**src/shared/timer_window_capture_ppg_defs.vh**
```
// Constants for the window, capture and pulse generation timer.
// Included by every design file of the block; holds definitions only.
`ifndef TIMER_WINDOW_CAPTURE_PPG_DEFS_VH
`define TIMER_WINDOW_CAPTURE_PPG_DEFS_VH

// Register byte addresses
`define ADDR_CTRL 8'h00
`define ADDR_PERIOD 8'h04
`define ADDR_CMP 8'h08
`define ADDR_STATUS 8'h0C

// Control register fields
`define MODE_MSB 2
`define MODE_LSB 0
`define CLKSEL_MSB 4
`define CLKSEL_LSB 3
`define START_MSB 6
`define START_LSB 5
`define SINGLE_BIT 7
`define ONESHOT_BIT 8
`define FF_BIT 9
`define CTRL_MASK 32'h000003FF
`define CTRL_RESET 32'h00000000

// Status register fields
`define STAT_RUN_BIT 16
`define STAT_PIN_BIT 17
`define STAT_IN_BIT 18

// Mode codes
`define MODE_TIMER 3'h0
`define MODE_WINDOW 3'h1
`define MODE_PWM 3'h2
`define MODE_PPG 3'h3

// Start control codes
`define START_STOP 2'h0
`define START_CMD 2'h1
`define START_RISE 2'h2
`define START_FALL 2'h3

// Counter values
`define CNT_ZERO 16'h0000
`define CNT_ONE 16'h0001
`define REG16_RESET 16'h0000

// AXI responses
`define RESP_OKAY 2'h0
`define RESP_SLVERR 2'h2

`endif

```
**src/hdl/input_edge.v**
```verilog
// Edge detector for the timer input pin.
// Assumes the pin is already synchronous to aclk.
`include "timer_window_capture_ppg_defs.vh"
module input_edge
(
   // Clock and reset
   input wire aclk,
   input wire aresetn,
   // Pin
   input wire pin,
   // Detected level and edges
   output reg level_r,
   output wire rise,
   output wire fall
);
   reg prev_r;

   always @(posedge aclk)
   begin
      if (!aresetn)
      begin
         // Seeded from the pin: a high idle level gives no false edge after reset
         level_r <= pin;
         prev_r <= pin;
      end
      else
      begin
         level_r <= pin;
         prev_r <= level_r;
      end
   end

   assign rise = level_r & ~prev_r;
   assign fall = ~level_r & prev_r;
endmodule

```
**src/hdl/source_prescaler.v**
```verilog
// Internal source clock generator: a one-cycle tick at the selected division.
// Assumes aclk is the undivided system clock.
`include "timer_window_capture_ppg_defs.vh"
module source_prescaler #(
   parameter PRE_W = 11,
   parameter SHIFT0 = 11,
   parameter SHIFT1 = 7,
   parameter SHIFT2 = 3,
   parameter SHIFT3 = 0
)
(
   // Clock and reset
   input wire aclk,
   input wire aresetn,
   // Division select
   input wire [1:0] sel,
   // Source clock tick
   output reg tick_r
);
   reg [PRE_W-1:0] pre_r;
   reg [PRE_W-1:0] mask;
   integer sh;

   always @*
   begin
      sh = SHIFT3;
      if (sel == 2'h0)
         sh = SHIFT0;
      else if (sel == 2'h1)
         sh = SHIFT1;
      else if (sel == 2'h2)
         sh = SHIFT2;
      mask = {PRE_W{1'b1}} >> (PRE_W - sh);
      if (sh == 0)
         mask = {PRE_W{1'b0}};
   end

   always @(posedge aclk)
   begin
      if (!aresetn)
      begin
         pre_r <= {PRE_W{1'b0}};
         tick_r <= 1'b0;
      end
      else
      begin
         pre_r <= pre_r + {{(PRE_W-1){1'b0}}, 1'b1};
         tick_r <= ((pre_r & mask) == mask);
      end
   end
endmodule

```
**src/hdl/timer_window_capture_ppg.v**
```verilog
// Window-gated counter, pulse width capture and programmable pulse output.
// Assumes an AXI4-Lite master on aclk and a timer input synchronous to aclk.
//
// Functional notes
// - Window mode counts source ticks ANDed with window
// - Window polarity selectable high or low
// - Window period match interrupts and clears counter
// - Measurement starts on selected trigger edge
// - Single capture: opposite edge captures, loads counter with one, waits
// - Double capture: both edges capture, trigger clears
// - Single capture holds counter at one
// - Pulse generation starts by edge or command
// - Continuous: compare and period matches toggle output
// - Stopping holds the pulse output level
// - One-shot: period match toggles, clears start, stops
// - Output pin is inverse of flip-flop
// - Flip-flop resets to zero
// - Write after odd toggles loads inverted bit
`include "timer_window_capture_ppg_defs.vh"
module timer_window_capture_ppg #(
   parameter CNT_W = 16,
   parameter ADDR_W = 8,
   parameter PRE_W = 11,
   parameter SHIFT0 = 11,
   parameter SHIFT1 = 7,
   parameter SHIFT2 = 3,
   parameter SHIFT3 = 0
)
(
   // Clock and reset
   input wire aclk,
   input wire aresetn,
   // AXI4-Lite write address
   input wire [ADDR_W-1:0] s_axi_awaddr,
   input wire s_axi_awvalid,
   output reg s_axi_awready,
   // AXI4-Lite write data
   input wire [31:0] s_axi_wdata,
   input wire [3:0] s_axi_wstrb,
   input wire s_axi_wvalid,
   output reg s_axi_wready,
   // AXI4-Lite write response
   output reg [1:0] s_axi_bresp,
   output reg s_axi_bvalid,
   input wire s_axi_bready,
   // AXI4-Lite read address
   input wire [ADDR_W-1:0] s_axi_araddr,
   input wire s_axi_arvalid,
   output reg s_axi_arready,
   // AXI4-Lite read data
   output reg [31:0] s_axi_rdata,
   output reg [1:0] s_axi_rresp,
   output reg s_axi_rvalid,
   input wire s_axi_rready,
   // Timer pins
   input wire timer_input_pin,
   output reg pulse_output_pin,
   output reg timer_irq
);
   reg [31:0] timer_control_reg;
   reg [CNT_W-1:0] period_compare_reg, capture_compare_reg, cnt_r;
   reg run_r, ff_r, inv_r, aw_have_r, w_have_r;
   reg [ADDR_W-1:0] aw_addr_r;
   reg [31:0] w_data_r;
   reg [3:0] w_strb_r;

   wire in_level, in_rise, in_fall, tick;
   wire [31:0] byte_mask, ctrl_merged, period_merged, cmp_merged;
   wire do_write, wr_ctrl, wr_period, wr_cmp, wr_hit;
   wire [2:0] mode, new_mode;
   wire [1:0] start;
   wire single, oneshot, trig_edge, opp_edge, win_open;
   wire cnt_is_period, cnt_is_cmp;
   wire [CNT_W-1:0] cnt_inc;

   input_edge u_edge (
      .aclk(aclk),
      .aresetn(aresetn),
      .pin(timer_input_pin),
      .level_r(in_level),
      .rise(in_rise),
      .fall(in_fall)
   );

   source_prescaler #(
      .PRE_W(PRE_W),
      .SHIFT0(SHIFT0),
      .SHIFT1(SHIFT1),
      .SHIFT2(SHIFT2),
      .SHIFT3(SHIFT3)
   ) u_pre (
      .aclk(aclk),
      .aresetn(aresetn),
      .sel(timer_control_reg[`CLKSEL_MSB:`CLKSEL_LSB]),
      .tick_r(tick)
   );

   assign mode = timer_control_reg[`MODE_MSB:`MODE_LSB];
   assign start = timer_control_reg[`START_MSB:`START_LSB];
   assign single = timer_control_reg[`SINGLE_BIT];
   assign oneshot = timer_control_reg[`ONESHOT_BIT];
   // Falling selected only by its own code; command start uses rising
   assign trig_edge = (start == `START_FALL) ? in_fall : in_rise;
   assign opp_edge = (start == `START_FALL) ? in_rise : in_fall;
   assign win_open = in_level ^ (start == `START_FALL);
   assign cnt_is_period = (cnt_r == period_compare_reg);
   assign cnt_is_cmp = (cnt_r == capture_compare_reg);
   assign cnt_inc = cnt_r + `CNT_ONE;

   // Write path: address and data are latched independently, in any order
   assign byte_mask = {{8{w_strb_r[3]}}, {8{w_strb_r[2]}}, {8{w_strb_r[1]}}, {8{w_strb_r[0]}}};
   assign do_write = aw_have_r & w_have_r;
   assign wr_ctrl = do_write & (aw_addr_r == `ADDR_CTRL);
   assign wr_period = do_write & (aw_addr_r == `ADDR_PERIOD);
   assign wr_cmp = do_write & (aw_addr_r == `ADDR_CMP);
   assign wr_hit = wr_ctrl | wr_period | wr_cmp;
   assign ctrl_merged = ((timer_control_reg & ~byte_mask) | (w_data_r & byte_mask)) & `CTRL_MASK;
   assign period_merged = ({16'h0000, period_compare_reg} & ~byte_mask) | (w_data_r & byte_mask);
   assign cmp_merged = ({16'h0000, capture_compare_reg} & ~byte_mask) | (w_data_r & byte_mask);
   assign new_mode = ctrl_merged[`MODE_MSB:`MODE_LSB];

   always @(posedge aclk)
   begin
      if (!aresetn)
      begin
         s_axi_awready <= 1'b1;
         s_axi_wready <= 1'b1;
         s_axi_bvalid <= 1'b0;
         s_axi_bresp <= `RESP_OKAY;
         aw_have_r <= 1'b0;
         w_have_r <= 1'b0;
         aw_addr_r <= {ADDR_W{1'b0}};
         w_data_r <= 32'h00000000;
         w_strb_r <= 4'h0;
      end
      else
      begin
         if (s_axi_awvalid && s_axi_awready)
         begin
            aw_have_r <= 1'b1;
            aw_addr_r <= s_axi_awaddr;
            s_axi_awready <= 1'b0;
         end
         if (s_axi_wvalid && s_axi_wready)
         begin
            w_have_r <= 1'b1;
            w_data_r <= s_axi_wdata;
            w_strb_r <= s_axi_wstrb;
            s_axi_wready <= 1'b0;
         end
         if (do_write)
         begin
            aw_have_r <= 1'b0;
            w_have_r <= 1'b0;
            s_axi_bvalid <= 1'b1;
            s_axi_bresp <= (wr_hit || aw_addr_r == `ADDR_STATUS) ? `RESP_OKAY : `RESP_SLVERR;
         end
         if (s_axi_bvalid && s_axi_bready)
         begin
            s_axi_bvalid <= 1'b0;
            s_axi_awready <= 1'b1;
            s_axi_wready <= 1'b1;
         end
      end
   end

   // Read path: one outstanding read, answered the cycle after the address
   always @(posedge aclk)
   begin
      if (!aresetn)
      begin
         s_axi_arready <= 1'b1;
         s_axi_rvalid <= 1'b0;
         s_axi_rdata <= 32'h00000000;
         s_axi_rresp <= `RESP_OKAY;
      end
      else if (s_axi_arvalid && s_axi_arready)
      begin
         s_axi_arready <= 1'b0;
         s_axi_rvalid <= 1'b1;
         s_axi_rresp <= `RESP_OKAY;
         if (s_axi_araddr == `ADDR_CTRL)
            s_axi_rdata <= timer_control_reg;
         else if (s_axi_araddr == `ADDR_PERIOD)
            s_axi_rdata <= {16'h0000, period_compare_reg};
         else if (s_axi_araddr == `ADDR_CMP)
            s_axi_rdata <= {16'h0000, capture_compare_reg};
         else if (s_axi_araddr == `ADDR_STATUS)
            s_axi_rdata <= {13'h0000, in_level, pulse_output_pin, run_r, cnt_r};
         else
         begin
            s_axi_rdata <= 32'h00000000;
            s_axi_rresp <= `RESP_SLVERR;
         end
      end
      else if (s_axi_rvalid && s_axi_rready)
      begin
         s_axi_rvalid <= 1'b0;
         s_axi_arready <= 1'b1;
      end
   end

   always @(posedge aclk)
   begin
      if (!aresetn)
         period_compare_reg <= `REG16_RESET;
      else if (wr_period)
         period_compare_reg <= period_merged[CNT_W-1:0];
   end

   // Timer core. A control write takes the cycle; counting resumes next cycle.
   always @(posedge aclk)
   begin
      if (!aresetn)
      begin
         timer_control_reg <= `CTRL_RESET;
         capture_compare_reg <= `REG16_RESET;
         cnt_r <= `CNT_ZERO;
         run_r <= 1'b0;
         ff_r <= 1'b0;
         inv_r <= 1'b0;
         timer_irq <= 1'b0;
         pulse_output_pin <= 1'b1;
      end
      else
      begin
         timer_irq <= 1'b0;
         pulse_output_pin <= ~ff_r;
         if (wr_cmp)
            capture_compare_reg <= cmp_merged[CNT_W-1:0];
         if (wr_ctrl)
         begin
            timer_control_reg <= ctrl_merged;
            if (new_mode == `MODE_PPG && mode != `MODE_PPG)
            begin
               ff_r <= ctrl_merged[`FF_BIT];
               inv_r <= 1'b0;
            end
            else if (new_mode == `MODE_PPG)
               // Flip-flop only tracks start level if no odd toggle pending
               ff_r <= ctrl_merged[`FF_BIT] ^ inv_r;
            if (ctrl_merged[`START_MSB:`START_LSB] == `START_STOP || new_mode != mode)
            begin
               run_r <= 1'b0;
               cnt_r <= `CNT_ZERO;
            end
         end
         else if (start == `START_STOP)
         begin
            // Stop clears the counter; the flip-flop keeps its level
            run_r <= 1'b0;
            cnt_r <= `CNT_ZERO;
         end
         else
         begin
            case (mode)
               `MODE_WINDOW:
               begin
                  if (tick && win_open && cnt_is_period)
                  begin
                     timer_irq <= 1'b1;
                     cnt_r <= `CNT_ZERO;
                  end
                  else if (tick && win_open)
                     cnt_r <= cnt_inc;
               end
               `MODE_PWM:
               begin
                  if (trig_edge && !run_r)
                     run_r <= 1'b1;
                  else if (trig_edge && !single)
                  begin
                     capture_compare_reg <= cnt_r;
                     timer_irq <= 1'b1;
                     cnt_r <= `CNT_ZERO;
                  end
                  else if (opp_edge && run_r)
                  begin
                     capture_compare_reg <= cnt_r;
                     timer_irq <= 1'b1;
                     if (single)
                     begin
                        run_r <= 1'b0;
                        cnt_r <= `CNT_ONE;
                     end
                  end
                  else if (run_r && tick)
                     cnt_r <= cnt_inc;
               end
               `MODE_PPG:
               begin
                  if (!run_r && (start == `START_CMD || trig_edge))
                     run_r <= 1'b1;
                  else if (run_r && tick)
                  begin
                     if (cnt_is_period)
                     begin
                        ff_r <= ~ff_r;
                        inv_r <= ~inv_r;
                        timer_irq <= 1'b1;
                        cnt_r <= `CNT_ZERO;
                        if (oneshot)
                        begin
                           timer_control_reg[`START_MSB:`START_LSB] <= `START_STOP;
                           run_r <= 1'b0;
                        end
                     end
                     else if (cnt_is_cmp)
                     begin
                        ff_r <= ~ff_r;
                        inv_r <= ~inv_r;
                        timer_irq <= 1'b1;
                        cnt_r <= cnt_inc;
                     end
                     else
                        cnt_r <= cnt_inc;
                  end
               end
               default:
               begin
                  run_r <= 1'b0;
                  cnt_r <= `CNT_ZERO;
               end
            endcase
         end
      end
   end
endmodule

```
**config.mk**
```make
export PLATFORM = sky130hd
export DESIGN_NAME = timer_window_capture_ppg
export DESIGN_NICKNAME = d
export VERILOG_FILES = /design/src/hdl/input_edge.v /design/src/hdl/source_prescaler.v /design/src/hdl/timer_window_capture_ppg.v
export VERILOG_INCLUDE_DIRS = /design/src /design/src/shared
export SDC_FILE = /design/constraint.sdc
export NUM_CORES = 1
export LEC_CHECK = 0
export BUFFER_PORTS_ARGS = -buffer_cell sky130_fd_sc_hd__buf_2
export CELL_PAD_IN_SITES_DETAIL_PLACEMENT = 0
export CELL_PAD_IN_SITES_GLOBAL_PLACEMENT = 2
export CORE_ASPECT_RATIO = 0.8
export CORE_MARGIN = 8
export CORE_UTILIZATION = 37
export CTS_BUF_LIST = sky130_fd_sc_hd__clkbuf_16
export DETAILED_ROUTE_END_ITERATION = 12
export PLACE_DENSITY_LB_ADDON = 0.08
export SLEW_MARGIN = 5
export SYNTH_ARGS = -nofsm -noshare
export SYNTH_HDL_FRONTEND = slang
export SYNTH_SLANG_ARGS = --single-unit
```
**constraint.sdc**
```tcl
create_clock -name aclk -period 6.6 [get_ports aclk]
set_input_delay 0.66 -clock aclk [delete_from_list [all_inputs] [get_ports aclk]]
set_output_delay 0.66 -clock aclk [all_outputs]
set_load 0.02 [all_outputs]
```
* Yosys cells after proc, flatten, opt, wreduce, memory -nomap -nowiden *
Cells that the tools add are included.
W data, S select, Z words.

word-level totals
  input port bits = 60
  output and inout port bits = 43
  word-level logic and storage cells = 216
  flip-flop bits (word level) = 146

operators by class
  shift operators = 1
  $add $sub $neg = 3
  bitwise logic cells = 24
  eq/ne operators = 37
  reduce and logical (&&, ||, !) cells = 38
  muxes and demuxes = 86

operators with widths
  operator                  number
  $mux W16                  20
  $mux W19                  4
  $mux W32                  2
  $and A16 B16 Y16          3
  $pmux W16 S3              1
  $mux W1                   43
  $ne A5 B5 Y1 const B      7
  $eq A16 B16 Y1            2
  $eq A8 B4 Y1 const B      4
  $logic_not A32 Y1         1
  $or A16 B16 Y16           2
  $shr A11 B32 Y11 const A  1
  $sub A5 B32 Y32 const A   1
  $mux W2                   13
  $reduce_and A6 Y1         3
  $add A16 B1 Y16 const B   1
  $eq A8 B3 Y1 const B      2
  $logic_not A8 Y1          2
  $not A16 Y16              1
  $logic_and A1 B1 Y1       13
  $ne A4 B4 Y1 const B      3
  $ne A6 B6 Y1 const B      2
  $add A11 B1 Y11 const B   1
  $and A11 B11 Y11          1
  28 further kinds          56

* Logic depth before layout (Yosys ltp) *
  depth after elaboration = 10
  mapped depth = 10
  gate-level depth less buffers = 7

* Modules after synthesis *
A second synthesis with hierarchy kept.

second synthesis, totals
  cells, all modules = 797
  area, all modules = 6610.1 sq um

by module, submodules not included
  module                    cells an instance  area each (sq um)  sequential area each (sq um)  times used
  timer_window_capture_ppg  738                6039.5             2342.2                        1
  source_prescaler          54                 503.0              240.2                         1
  input_edge                5                  67.6               40.0                          1

* Worst setup path before layout *
OpenSTA, ideal clock, no wires.

  path kind = register to register
  start = register cnt_r[2]
  end = register cnt_r[3]
  period minus slack after synthesis = 2.188 ns
  data arrival time = 2.066 ns
  stages on the path, launching flop included = 9
  data required time = 6.478 ns
  slack = 4.412 ns
  setup time = 0.122 ns
  path buffers = 1
  path through = dfxtp_1 clkbuf_1 xnor2_1 nand4_1 nor4_2 o221ai_2 and2_4 nor2b_4 a221o_1

on the way
  cells in the longest elaborated chain, start to end = 8
  elaborated cells between the ends (all ways) = 17
  those cells by class = add/sub: 1; eq/ne: 2; mux: 12; reduce/logical: 2

ends and longest elaborated chain
  element                    line                            source
  from (decl)                timer_window_capture_ppg.v:61   reg [CNT_W-1:0] period_compare_reg, capture_compare_reg, cnt_r;
  from (signal assigned)     timer_window_capture_ppg.v:218  cnt_r <= `CNT_ZERO;
  from (signal assigned)     timer_window_capture_ppg.v:245  cnt_r <= `CNT_ZERO;
  from (signal assigned)     timer_window_capture_ppg.v:252  cnt_r <= `CNT_ZERO;
  $add A16 B1 Y16 (no line)  n/a
  $mux W16                   timer_window_capture_ppg.v:287  else if (run_r && tick)
  $mux W16                   timer_window_capture_ppg.v:277  else if (opp_edge && run_r)
  $mux W16                   timer_window_capture_ppg.v:271  else if (trig_edge && !single)
  $mux W16                   timer_window_capture_ppg.v:269  if (trig_edge && !run_r)
  $pmux W16 S3               timer_window_capture_ppg.v:256  case (mode)
  $mux W16                   timer_window_capture_ppg.v:248  else if (start == `START_STOP)
  $mux W16                   timer_window_capture_ppg.v:231  if (wr_ctrl)

Several ways; a longest one is shown, not always the timed one. The select of a mux whose other input is x is not followed.
A chain may end at the register's enable or synchronous reset.

* Worst setup path after layout *
  start = register aw_addr_r[0]
  end = register capture_compare_reg[3]

on the way
  cells in the longest elaborated chain, start to end = 9
  elaborated cells between the ends (all ways) = 11
  those cells by class = eq/ne: 1; mux: 7; bitwise: 2; reduce/logical: 1

ends and longest elaborated chain
  element                 line                            source
  from (decl)             timer_window_capture_ppg.v:63   reg [ADDR_W-1:0] aw_addr_r;
  from (signal assigned)  timer_window_capture_ppg.v:132  aw_addr_r <= {ADDR_W{1'b0}};
  from (signal assigned)  timer_window_capture_ppg.v:141  aw_addr_r <= s_axi_awaddr;
  $eq A8 B4 Y1 (no line)  n/a
  $and A1 B1 Y1           timer_window_capture_ppg.v:115  assign wr_cmp = do_write & (aw_addr_r == `ADDR_CMP);
  $mux W16                timer_window_capture_ppg.v:229  if (wr_cmp)
  $mux W16                timer_window_capture_ppg.v:277
  $mux W16                timer_window_capture_ppg.v:271
  $mux W16                timer_window_capture_ppg.v:269
  $mux W16                timer_window_capture_ppg.v:256
  $mux W16                timer_window_capture_ppg.v:248
  $mux W16 (*)            timer_window_capture_ppg.v:231
  to (signal assigned)    timer_window_capture_ppg.v:230  capture_compare_reg <= cmp_merged[CNT_W-1:0];
  to (signal assigned)    timer_window_capture_ppg.v:273  capture_compare_reg <= cnt_r;
  to (signal assigned)    timer_window_capture_ppg.v:279  capture_compare_reg <= cnt_r;
  to (decl)               timer_window_capture_ppg.v:61

Every way passes the cells marked *; elsewhere a longest branch is shown, timed or not.

==> metrics <==
status=complete, no violations; hpwl dp=between 10 and 15 mm; final setup margin=about 3.1 ns; first-pass GRT wire length=31.7 mm; Worst path top cell family by delay=simple AND/OR/NAND/NOR gates; most common cell after layout, fill and taps aside=dfxtp_1; setup bufs post-CTS=0; CTS max path bufs=2; critical path data required time=6.91 ns; Hold Slack=0.354 ns; commonest cells after routing, fill and taps aside=dfxtp_1 (131), nand2_1 (116), buf_2 (68); min Tclk post-route=3.45 ns; First DRT Iteration DRCs=between 300 and 400; relative slew slack=16.5%; setup TNS=0 ns; Post-synth ARST share=0%; Ports=103; Reg2Reg Launch Point=aw_addr_r[0]; Hold Crit Start=timer_input_pin; number of global-route vias before repair=approximately 5700; Final Setup Violations=0; critical path cell sequence=or4_4 > and4bb_1 > o21bai_4 > or2_1 > nand2_1 > o211a_1; Final Max Tran Viols=0; RSZ-0062 raised after global routing=false; Synth Instances=794; post-route insts no fill=approximately 1100; Syn Area/Cell=8.65 µm²; FF+latch count, synth=131; Crit-path slowest cell=or2_1; CP startpoint=aw_addr_r[0]; top cell type by total area after synthesis=dfxtp_1; Core ar.=18200 µm²; WL/cell=18.6 µm; ys flop type=dfxtp_1; Worst Setup End Kind=flop; worst min path class=input pin to flop; Tightest Pin Transition=1.25 ns; DR vias/cell=5.45; DR vias=5811; crit-path max FO=32; VDD IR max=0.0992 mV; n_diodes=0; CTS buffer count=17; maximum clock frequency=289 MHz; TritonCTS clock tree=done; nets@finish=886; post-synth top area share=38.2%; Die Wd=168 µm; Hold Violations, Final=0; leakage=3.23 nW; CP arrival=3.77 ns; PostCTS Resize Cnt=0; root buf cell=clkbuf_16; layout cells sized above 1=14.6%; synth top area cells=dfxtp_1 (38%), nand2_1 (6.3%), mux2i_1 (5.2%); Max Clock Skew=0.00925 ns; DIE AREA=roughly 23000 µm²; hold_buf cts=0; Synthesis Warnings=0; crit path launch type=flop; CP bufs+invs=0; type of the worst setup path=flop to flop; placed cells=1035; P&R area growth vs syn=13.5%; Power Density=238 nW/µm²; Period Utilization, post-route=a little over half; filler cell count=about 1800; max incr delay on CP=1.00 ns; EDFF count, synth=0; post-synth cell types=between 70 and 80; clock transition at the registers of the reported paths=0.06 ns; GRT Total Usage=about 18%; Placement Setup Slack=around 3.2 ns; initial antenna violation count=1; row count=44; remaining global-route overflow=0; Post-Route WL=19.8 mm; Max Cap Viol=0; Initial Utilization=37.8%; CTS Sinks=131; # DRC=0; final RePlAce weighted congestion=0.786; Port Buffers=69; Clk Latency, worst-skew pair=0.42 ns; largest net degree at the start of global routing=73; post-synthesis cell area=6870 µm²; Die Y=138 µm; H-tree levels=4; 1st-pass router iterations=7; sequential share of the synthesized area=38.2%; ANT nets after route=0; Design Power=0.00185 W
-- Yosys cell counts, types with 7 or more instances --
cell / instances
o311ai_0: 16
a21boi_0: 39
nand4_1: 10
inv_1: 7
a221oi_1: 10
nor2_1: 20
a21oi_1: 37
o21ai_0: 10
mux2i_1: 36
nand2_1: 116
nand3_1: 43
clkbuf_1: 45
and2_1: 17
nor2b_1: 45
o211a_1: 17
buf_2: 8
and3_1: 9
xnor2_1: 38
nand2b_1: 20
o22ai_1: 7
dfxtp_1: 131
buf_4: 17
-- layer usage --
layer  part of all wire [%]  track usage (%)
met1                     51             24.4
met2                     42             25.9
met3                    6.1             4.93
met4                    1.1             5.15
met5                  0.050                0
-- stage by stage --
step	util (%)	instance area [µm²]
floorplan	-	6920
global placement	39.7	7220
detailed placement	39.7	7220
CTS	42.9	7790
global route	42.9	7790
finish	42.9	7790
-- logic make-up (layout without fill, tap and decap cells) --
family / after synthesis / after routing / share of synthesized area (%)
xor+xnor: 44 / 44 / 5.61
fa+ha+maj: 2 / 2 / 0.364
simple gates: 316 / 316 / 24.5
flops: 131 / 131 / 38.2
compound gates: 178 / 178 / 19.9
buf+inv: 84 / 113 / 5.78
other cells: 1 / 15 / 0.0546
mux: 38 / 38 / 5.58
-- cell type report --
| cell class | count | area [µm²] | area share [%] |
|---|---|---|---|
| tap | 230 | 288 | 3.69 |
| inverter | 7 | 26.3 | 0.337 |
| timing repair buffer | 74 | 385 | 4.94 |
| sequential | 131 | 2620 | 33.6 |
| clock buffer | 17 | 425 | 5.46 |
| multi-input combinational | 593 | 3900 | 50.0 |
| clock inverter | 15 | 148 | 1.89 |
-- final timing paths --
check	cells past startpoint	slack (ns)	endpoint
max reg2reg	6	3.15	capture_compare_reg[3]
min reg2reg	1	0.41	pulse_output_pin
min	1	0.35	u_edge.level_r
max	6	3.15	capture_compare_reg[3]
-- report_power, final --
part           leakage, nW  switching (W)  internal (W)
sequential            1.06      0.0000208      0.000806
clock                0.268       0.000397      0.000527
combinational         1.90      0.0000647     0.0000384
total                 3.23       0.000482       0.00137
Power figures use the tool's default switching activity.
